$ cat src/common/monitor_serial_pkg.sv
// Constants and types shared by the monitor serial slave port
package monitor_serial_pkg;
   // System clock and bus lockup timeout
   localparam int CLK_HZ = 10_000_000;
   localparam int TIMEOUT_MS = 28;
   localparam int TIMEOUT_CYC = TIMEOUT_MS * (CLK_HZ / 1000);
   // Supported serial clock rates, in Hz
   localparam int SCL_MIN_HZ = 1_000;
   localparam int SCL_FAST_MAX_HZ = 400_000;
   localparam int SCL_HS_MAX_HZ = 2_940_000;
   // Register pointer locations
   localparam logic [7:0] PTR_CONFIG = 8'h00;
   localparam logic [7:0] PTR_SHUNT = 8'h01;
   localparam logic [7:0] PTR_BUS = 8'h02;
   localparam logic [7:0] PTR_POWER = 8'h03;
   localparam logic [7:0] PTR_CURRENT = 8'h04;
   localparam logic [7:0] PTR_CAL = 8'h05;
   // Power-up values
   localparam logic [15:0] CONFIG_RESET = 16'h4127;
   localparam logic [15:0] CAL_RESET = 16'h0000;
   localparam logic [7:0] PTR_RESET = PTR_CONFIG;
   localparam int CONFIG_RST_BIT = 15;
   // Slave address: fixed part, then high and low strap codes
   localparam logic [2:0] ADDR_FIXED = 3'h4;
   localparam logic [1:0] STRAP_GND = 2'h0;
   localparam logic [1:0] STRAP_VS = 2'h1;
   localparam logic [1:0] STRAP_SDA = 2'h2;
   localparam logic [1:0] STRAP_SCL = 2'h3;
   // Scaling: current divides by 2048, power by 20000
   localparam int CUR_SHIFT = 11;
   localparam logic [31:0] POWER_DIV = 32'h0000_4E20;
   // Byte framing and write byte slots
   localparam logic [3:0] BITS_PER_BYTE = 4'h8;
   localparam logic [1:0] IDX_PTR = 2'h0;
   localparam logic [1:0] IDX_MSB = 2'h1;
   localparam logic [1:0] IDX_LSB = 2'h2;
   localparam logic [1:0] IDX_DONE = 2'h3;
   // Port protocol states
   typedef enum logic [2:0] {
      st_idle, st_addr, st_addr_ack, st_rx, st_rx_ack, st_tx, st_tx_ack
   } port_state_t;
endpackage

$ cat src/rtl/monitor_serial_slave_port.sv
// Two-wire slave port with pointer, registers and result scaling
//
// What this block does
// - No valid current or power before calibration
// - Registers volatile, defaults give continuous conversion
// - Start is data falling while clock high
// - Address bits sampled on rise, last is direction
// - Matching address acked low on ninth pulse
// - Eight bits plus ack; changes in low
// - Stop is data rising while clock high
// - Timeout releases bus, abandons stalled transaction
// - Address byte is seven bits plus direction
// - Straps resampled at every transaction
// - Four level straps give address 100HHLL
// - Acts only as slave, never initiates
// - Clock rates 1 kHz to 2.94 MHz
// - Sixteen bit values sent high byte first
// - First write byte loads register pointer
// - Next two bytes stored, each acknowledged
// - Pointer only write selects register for read
// - Read sends high byte, then low byte
// - Read ends on nack, start or stop
// - Pointer kept between transactions until rewritten
// - Current is shunt times calibration over 2048
// - Power is current times bus over 20000
// - Current and power zero until calibrated
`timescale 1ns/10ps
module monitor_serial_slave_port
   import monitor_serial_pkg::*;
#(
   parameter int TIMEOUT_CYCLES = TIMEOUT_CYC
) (
   input wire logic clk,
   input wire logic reset_n,
   input wire logic scl_in,
   input wire logic sda_in,
   output logic sda_out,
   output logic sda_oe_n,
   input wire logic [1:0] address_strap_low,
   input wire logic [1:0] address_strap_high,
   input wire logic [15:0] shunt_voltage,
   input wire logic [15:0] bus_voltage,
   output logic [15:0] config_word,
   output logic busy
);

   localparam int TMO_W = $clog2(TIMEOUT_CYCLES + 1);

   // Pin synchronisers plus one history stage for edge finding
   logic scl_s1_q, scl_s2_q, scl_p_q;
   logic sda_s1_q, sda_s2_q, sda_p_q;
   logic [1:0] strap_lo_s1_q, strap_lo_s2_q;
   logic [1:0] strap_hi_s1_q, strap_hi_s2_q;
   // Address latched at each start
   logic [6:0] my_addr_q, my_addr_d;
   // Protocol state
   port_state_t state_q, state_d;
   logic [3:0] bit_q, bit_d;         // Bits seen in the current byte
   logic [7:0] shift_q, shift_d;     // Received bits
   logic [7:0] tx_q, tx_d;           // Byte being sent
   logic [1:0] idx_q, idx_d;         // Write byte slot
   logic [7:0] hold_q, hold_d;       // High byte of a write
   logic sda_low_q, sda_low_d;       // Pulling the data line low
   logic rw_q, rw_d;                 // Direction of this transaction
   logic nack_q, nack_d;             // Master declined last byte
   logic lsb_q, lsb_d;               // Next read byte is the low one
   // Register file
   logic [7:0] ptr_q, ptr_d;
   logic [15:0] cfg_q, cfg_d;
   logic [15:0] cal_q, cal_d;
   logic [15:0] current_q, power_q;
   logic [TMO_W-1:0] tmo_q;

   // Line events from the synchronised levels
   wire scl_rise = scl_s2_q & ~scl_p_q;
   wire scl_fall = ~scl_s2_q & scl_p_q;
   wire scl_high = scl_s2_q & scl_p_q;
   wire start_det = scl_high & sda_p_q & ~sda_s2_q;
   wire stop_det = scl_high & ~sda_p_q & sda_s2_q;
   wire byte_end = (bit_q == BITS_PER_BYTE);
   wire shifting = (state_q == st_addr) || (state_q == st_rx) ||
                   (state_q == st_tx);
   wire tmo_hit = (state_q != st_idle) &&
                  (tmo_q == TMO_W'(TIMEOUT_CYCLES - 1));
   wire [6:0] strap_addr =
      {ADDR_FIXED, strap_hi_s2_q, strap_lo_s2_q};
   wire [15:0] wr_word = {hold_q, shift_q};

   // Register read selection; unmapped pointers read zero
   function automatic logic [15:0] read_reg(
      input logic [7:0] ptr,
      input logic [15:0] cfg,
      input logic [15:0] shunt,
      input logic [15:0] bus,
      input logic [15:0] pwr,
      input logic [15:0] cur,
      input logic [15:0] cal
   );
      logic [15:0] val;
      val = 16'h0000;
      unique case (ptr)
         PTR_CONFIG: val = cfg;
         PTR_SHUNT: val = shunt;
         PTR_BUS: val = bus;
         PTR_POWER: val = pwr;
         PTR_CURRENT: val = cur;
         PTR_CAL: val = cal;
         default: val = 16'h0000;
      endcase
      return val;
   endfunction

   // Word at the pointer, sent high byte first
   wire [15:0] rd_word = read_reg(ptr_q, cfg_q, shunt_voltage,
      bus_voltage, power_q, current_q, cal_q);

   // Current scaling: signed shunt times unsigned calibration
   wire signed [32:0] cur_prod =
      $signed(shunt_voltage) * $signed({1'b0, cal_q});
   wire [15:0] cur_next = cur_prod[CUR_SHIFT +: 16];
   // Power works on the magnitude of the current
   wire [15:0] cur_mag = current_q[15] ? 16'(-current_q) : current_q;
   wire [31:0] pow_prod = cur_mag * bus_voltage;
   wire [31:0] pow_quot = pow_prod / POWER_DIV;
   wire cal_zero = (cal_q == CAL_RESET);

   // The port only ever pulls data low; the clock is never driven
   assign sda_out = 1'b0;
   assign sda_oe_n = ~sda_low_q;
   assign config_word = cfg_q;
   assign busy = (state_q != st_idle);

   // Two flops on every bus and strap pin before any logic reads it
   always_ff @(posedge clk or negedge reset_n) begin
      if (!reset_n) begin
         scl_s1_q <= 1'b1;
         scl_s2_q <= 1'b1;
         scl_p_q <= 1'b1;
         sda_s1_q <= 1'b1;
         sda_s2_q <= 1'b1;
         sda_p_q <= 1'b1;
         strap_lo_s1_q <= STRAP_GND;
         strap_lo_s2_q <= STRAP_GND;
         strap_hi_s1_q <= STRAP_GND;
         strap_hi_s2_q <= STRAP_GND;
      end else begin
         scl_s1_q <= scl_in;
         scl_s2_q <= scl_s1_q;
         scl_p_q <= scl_s2_q;
         sda_s1_q <= sda_in;
         sda_s2_q <= sda_s1_q;
         sda_p_q <= sda_s2_q;
         strap_lo_s1_q <= address_strap_low;
         strap_lo_s2_q <= strap_lo_s1_q;
         strap_hi_s1_q <= address_strap_high;
         strap_hi_s2_q <= strap_hi_s1_q;
      end
   end

   // Protocol next state; start and stop override everything
   always_comb begin
      state_d = state_q;
      bit_d = bit_q;
      shift_d = shift_q;
      tx_d = tx_q;
      idx_d = idx_q;
      hold_d = hold_q;
      sda_low_d = sda_low_q;
      rw_d = rw_q;
      nack_d = nack_q;
      lsb_d = lsb_q;
      ptr_d = ptr_q;
      cfg_d = cfg_q;
      cal_d = cal_q;
      my_addr_d = my_addr_q;
      if (start_det) begin
         // Also a repeated start, which ends any read or write
         state_d = st_addr;
         bit_d = 4'h0;
         sda_low_d = 1'b0;
         my_addr_d = strap_addr;
      end else if (stop_det || tmo_hit) begin
         state_d = st_idle;
         sda_low_d = 1'b0;
      end else begin
         // Data sampled on the clock rise only
         if (scl_rise && shifting && !byte_end) begin
            shift_d = {shift_q[6:0], sda_s2_q};
            bit_d = bit_q + 4'h1;
         end
         if (scl_rise && state_q == st_tx_ack) begin
            nack_d = sda_s2_q;
         end
         // Outputs change only while the clock is low
         if (scl_fall) begin
            unique case (state_q)
               st_addr: if (byte_end) begin
                  // Seven address bits, then the direction bit
                  if (shift_q[7:1] == my_addr_q) begin
                     state_d = st_addr_ack;
                     sda_low_d = 1'b1;
                     rw_d = shift_q[0];
                  end else begin
                     state_d = st_idle;
                  end
               end
               st_addr_ack: begin
                  bit_d = 4'h0;
                  if (rw_q) begin
                     state_d = st_tx;
                     tx_d = rd_word[15:8];
                     sda_low_d = ~rd_word[15];
                     lsb_d = 1'b1;
                  end else begin
                     state_d = st_rx;
                     idx_d = IDX_PTR;
                     sda_low_d = 1'b0;
                  end
               end
               st_rx: if (byte_end) begin
                  // Every received byte is acknowledged
                  state_d = st_rx_ack;
                  sda_low_d = 1'b1;
                  unique case (idx_q)
                     IDX_PTR: ptr_d = shift_q;
                     IDX_MSB: hold_d = shift_q;
                     IDX_LSB: begin
                        if (ptr_q == PTR_CONFIG) begin
                           cfg_d = wr_word;
                           if (wr_word[CONFIG_RST_BIT]) begin
                              cfg_d = CONFIG_RESET;
                              cal_d = CAL_RESET;
                           end
                        end
                        if (ptr_q == PTR_CAL) begin
                           cal_d = wr_word;
                        end
                     end
                     IDX_DONE: ;                     // Extra bytes dropped
                  endcase
                  if (idx_q != IDX_DONE) begin
                     idx_d = idx_q + 2'h1;
                  end
               end
               st_rx_ack: begin
                  // A pointer-only write returns to st_rx and waits for stop there
                  state_d = st_rx;
                  bit_d = 4'h0;
                  sda_low_d = 1'b0;
               end
               st_tx: if (byte_end) begin
                  state_d = st_tx_ack;
                  sda_low_d = 1'b0;
               end else begin
                  tx_d = {tx_q[6:0], 1'b0};
                  sda_low_d = ~tx_q[6];
               end
               st_tx_ack: if (nack_q) begin
                  state_d = st_idle;
               end else begin
                  // Further acks alternate high and low bytes
                  state_d = st_tx;
                  bit_d = 4'h0;
                  tx_d = lsb_q ? rd_word[7:0] : rd_word[15:8];
                  sda_low_d = lsb_q ? ~rd_word[7] : ~rd_word[15];
                  lsb_d = ~lsb_q;
               end
               st_idle: ;
            endcase
         end
      end
   end

   // Protocol and register state; all volatile, reset at power-up
   always_ff @(posedge clk or negedge reset_n) begin
      if (!reset_n) begin
         state_q <= st_idle;
         bit_q <= 4'h0;
         shift_q <= 8'h00;
         tx_q <= 8'h00;
         idx_q <= IDX_PTR;
         hold_q <= 8'h00;
         sda_low_q <= 1'b0;
         rw_q <= 1'b0;
         nack_q <= 1'b0;
         lsb_q <= 1'b0;
         my_addr_q <= {ADDR_FIXED, STRAP_GND, STRAP_GND};
         ptr_q <= PTR_RESET;
         cfg_q <= CONFIG_RESET;
         cal_q <= CAL_RESET;
      end else begin
         state_q <= state_d;
         bit_q <= bit_d;
         shift_q <= shift_d;
         tx_q <= tx_d;
         idx_q <= idx_d;
         hold_q <= hold_d;
         sda_low_q <= sda_low_d;
         rw_q <= rw_d;
         nack_q <= nack_d;
         lsb_q <= lsb_d;
         my_addr_q <= my_addr_d;
         ptr_q <= ptr_d;
         cfg_q <= cfg_d;
         cal_q <= cal_d;
      end
   end

   // Results held at zero while calibration is unset
   always_ff @(posedge clk or negedge reset_n) begin
      if (!reset_n) begin
         current_q <= 16'h0000;
         power_q <= 16'h0000;
      end else if (cal_zero) begin
         current_q <= 16'h0000;
         power_q <= 16'h0000;
      end else begin
         current_q <= cur_next;
         power_q <= pow_quot[15:0];
      end
   end

   // Lockup timer: restarts on every clock edge of the bus.
   // At 10 MHz the top HS rate leaves very short high phases, so a
   // 2.94 MHz clock only works if each phase spans two sample edges.
   always_ff @(posedge clk or negedge reset_n) begin
      if (!reset_n) begin
         tmo_q <= '0;
      end else if (state_q == st_idle || scl_rise || scl_fall) begin
         tmo_q <= '0;
      end else begin
         tmo_q <= tmo_q + TMO_W'(1);
      end
   end
endmodule

$ cat config.mk
export PLATFORM = sky130hd
export DESIGN_NAME = monitor_serial_slave_port
export DESIGN_NICKNAME = d
export VERILOG_FILES = /design/src/common/monitor_serial_pkg.sv /design/src/rtl/monitor_serial_slave_port.sv
export SDC_FILE = /design/constraint.sdc
export NUM_CORES = 2
export LEC_CHECK = 0
export ABC_CLOCK_PERIOD_IN_PS = 65800
export BUFFER_PORTS_ARGS = -buffer_cell sky130_fd_sc_hd__buf_2
export CAP_MARGIN = 20
export CORE_ASPECT_RATIO = 1.2
export CORE_MARGIN = 8
export CORE_UTILIZATION = 48
export CTS_CLUSTER_SIZE = 10
export DETAILED_ROUTE_END_ITERATION = 16
export HOLD_SLACK_MARGIN = 0.08
export SLEW_MARGIN = 20
export SYNTH_ARGS = -nofsm -noshare
export SYNTH_HDL_FRONTEND = slang
export SYNTH_SLANG_ARGS = --single-unit
$ cat constraint.sdc
create_clock -name clk -period 65.8 [get_ports clk]
set_input_delay 6.58 -clock clk [delete_from_list [all_inputs] [get_ports clk]]
set_output_delay 6.58 -clock clk [all_outputs]
set_load 0.1 [all_outputs]
==> summary.md <==
| Metric | Value |
|---|---|
| Status | finished clean |
| Area leader, netlist | fa_1 |
| CTS Sinks | 144 |
| Unrepaired setup endpoints after global routing | false |
| Clock latency on the worst-skew pair | 450 ps |
| CTS tree | yes |
| Crit path launch type | primary input |
| Critical Path Fanout Max | 17 |
| Synth Area per Inst | 8.409 µm² |
| Skew final | 21.09 ps |
| Vias in the first global route | 26.02k |
| Main area contributors after synthesis | fa_1 (25%), dfrtp_1 (11%), ha_1 (8.2%), inv_1 (5.8%), and2_1 (5.5%) |
| Placer's final routability congestion estimate | 0.9069 |
| Multi-input gate area | 0.02417 mm² |
| Post-cts repair resize count | 0 |
| Diode count | 0 |
| Setup bufs post-CTS | 0 |
| Cts bufs inserted | 17 |
| Commonest non-fill, non-tap cell in the layout | inv_1 |
| Top_reg_cell synth | dfrtp_1 |
| Post-synth EDFFs | 0 |
| Final count of hold timing violations | 0 |
| # IOs | 59 |
| Via Count | 25.87k |
| First DRT Iteration DRCs | 1825 |
| CTS Hold Bufs | 0 |
| Syn-to-layout area delta | 5.124% |
| Sequential cell area | 0.003618 mm² |
| Wirelength per Cell | 20.06 µm |
| Most frequent cells in the layout | inv_1 (469), nand2_1 (425), fa_1 (380) |
| Drt first pass iters | 7 |
| Switching share of power | 0.3267 |
| Share of the synthesized area in the top cell type | 0.2516 |
| Slew @ Worst Pin | 1098 ps |
| Sequential share of the synthesized area | 0.1197 |
| CP Data Arrival Time | 30320 ps |
| Crit path kind | primary input to flop |
| Die Ht | 290.9 µm |
| Post-Route WL | 87790 µm |
| Fill count | 6047 |
| PwrDens | 7.103 mW/mm² |
| Gr usage total | 0.2468 |
| Via-per-instance ratio | 5.910 |
| Post-synth cell types | 144 |
| Largest net degree at the start of global routing | 89 |
| Fraction of layout cells with a size suffix above 1 | 0.08753 |
| Clock buffer depth | 2 |
| Worst path required time | 66140 ps |
| Slew Limit Fails | 0 |
| Worst-path clk slew | 80 ps |
| Crit end category | flop |
| Initial Util | 0.4813 |
| Ys Warns | 0 |
| Min Tclk post-route | 29970 ps |
| Mapped cell area | 0.03023 mm² |
| Congestion Overflow GR | 0 |
| Initial antenna violation count | 3 |
| Setup TNS | 0 ps |
| Antenna viol nets, final | 0 |
| Asr flop ratio synth | 1.000 |
| Clk pwr share | 0.444 |
| Combinational Power Share | 0.115 |
| Row count | 101 |
| Port Buffers | 56 |
| First-pass GRT wire length | 142700 µm |
| Fmax | 33.36 MHz |
| CTS root buf | clkbuf_16 |
| Final period utilization | 0.4555 |
| P_int | 0.1520 mW |
| Endpoints failing setup | 0 |
| Die footprint | 0.07130 mm² |
| Maximum vdd drop | 0.01398 mV |
| Pwr Total | 0.2257 mW |
| Net Switching | 0.07375 mW |
| Critical path's largest stage delay | 690 ps |
| Detail Placement HPWL | 68510 µm |
| #FFs+latches synth | 144 |
| Post-synthesis cell count | 3595 |
| Leakage power | 15.13 nW |
| Rel. slew slack | 0.2640 |
| Detailed-route DRC error count | 0 |
| Nets@finish | 4158 |
| Hold Crit Class | flop to flop |
| Reg power frac | 0.441 |
| Max Cap Viol | 0 |
| Core area | 0.06281 mm² |
| Die W | 245.1 µm |
| Htree depth | 4 |
| CP dominant cell by count | fa_1 |
| Slowest-stage cell, CP | a21oi_1 |
## cell families (layout without fill, tap and decap cells)
logic type	Yosys count	after routing	synth area share
adder cells (fa/ha/maj)	582	582	0.3350
AO/OA/AOI/OAI	758	758	0.1854
multiplexers	78	78	0.02823
other	1	2	0.0001240
buffers and inverters	640	597	0.08212
AND/OR/NAND/NOR	1250	1250	0.2068
flip-flops	144	144	0.1197
XOR/XNOR	142	142	0.04263
## Yosys cell counts (27+ instances only)
library cell and number:
a21oi_1 136, and2_1 267, clkbuf_1 136, dfrtp_1 132
fa_1 380, ha_1 198, inv_1 469, mux2_2 43
mux2i_1 32, nand2_1 425, nand2b_1 29, nand3_1 63
nand4_1 28, nor2_1 212, nor3_1 62, o211ai_1 31
o21a_1 27, o21ai_0 125, or3_1 28, xnor2_1 82
xor2_1 54
## routing by layer
metal	wire length, µm	share of wire	global-route usage
met2	43230	0.49	0.4245
met5	0	0	0
met4	2604	0.030	0.07316
met1	36970	0.42	0.3212
met3	4981	0.057	0.03118
## worst paths after layout
check	startpoint	to	slack, ps	depth (start not counted)
min in group asynchronous	reset_n	config_word[6]	6230	1
min reg2reg	strap_hi_s1_q[0]	strap_hi_s2_q[0]	350	0
max reg2reg	current_q[0]	power_q[0]	40310	72
max in group asynchronous	reset_n	tx_q[0]	58260	2
max	bus_voltage[12]	power_q[0]	35830	70
min	strap_hi_s1_q[0]	strap_hi_s2_q[0]	350	0
## power by group through the flow
stage / Combinational (mW) / Clock [mW] / Sequential [mW]
floorplan: 0.0164 / 0 / 0.0978
global placement: 0.0256 / 0 / 0.101
detailed placement: 0.0260 / 0 / 0.101
CTS: 0.0261 / 0.102 / 0.0996
global route: 0.0284 / 0.106 / 0.100
finish: 0.0259 / 0.100 / 0.0995
## state kept, by name, summed over array words and instances, names as in the netlist, 3 cells and up
name and cells:
hold_q 8, ptr_q 8, tmo_q 19, shift_q 8, current_q 16, tx_q 7
my_addr_q 4, state_q 3, cal_q 16, power_q 16, bit_q 4, config_word 15
## stage by stage
step	cells	hold slack (ps)	utilization	setup slack (ps)	instance area, µm²
finish	4377	351.3	0.5060	35830	31780
CTS	4377	352.7	0.5060	36020	31780
floorplan	3596	331.2	-	39230	30230
global route	4377	363.4	0.5060	34130	31780
global placement	4345	332.2	0.4961	36040	31160
detailed placement	4345	334.7	0.4962	35620	31160
## final cells by class
class / count / share of cell area
clock buffers: 17 / 0.01339
clock inverters: 15 / 0.005945
inverters: 470 / 0.05551
multi-input cells: 2812 / 0.7606
flip-flops and latches: 144 / 0.1139
well taps: 824 / 0.03244
repair buffers: 95 / 0.01823
## critical path: cells and delay by family
family	cells	cell delay, ps
adder cells (fa/ha/maj)	7	3700
AND/OR/NAND/NOR	13	4610
AO/OA/AOI/OAI	41	13310
multiplexers	2	710
XOR/XNOR	3	890
buffers and inverters	4	490
Power figures use the tool's default switching activity.
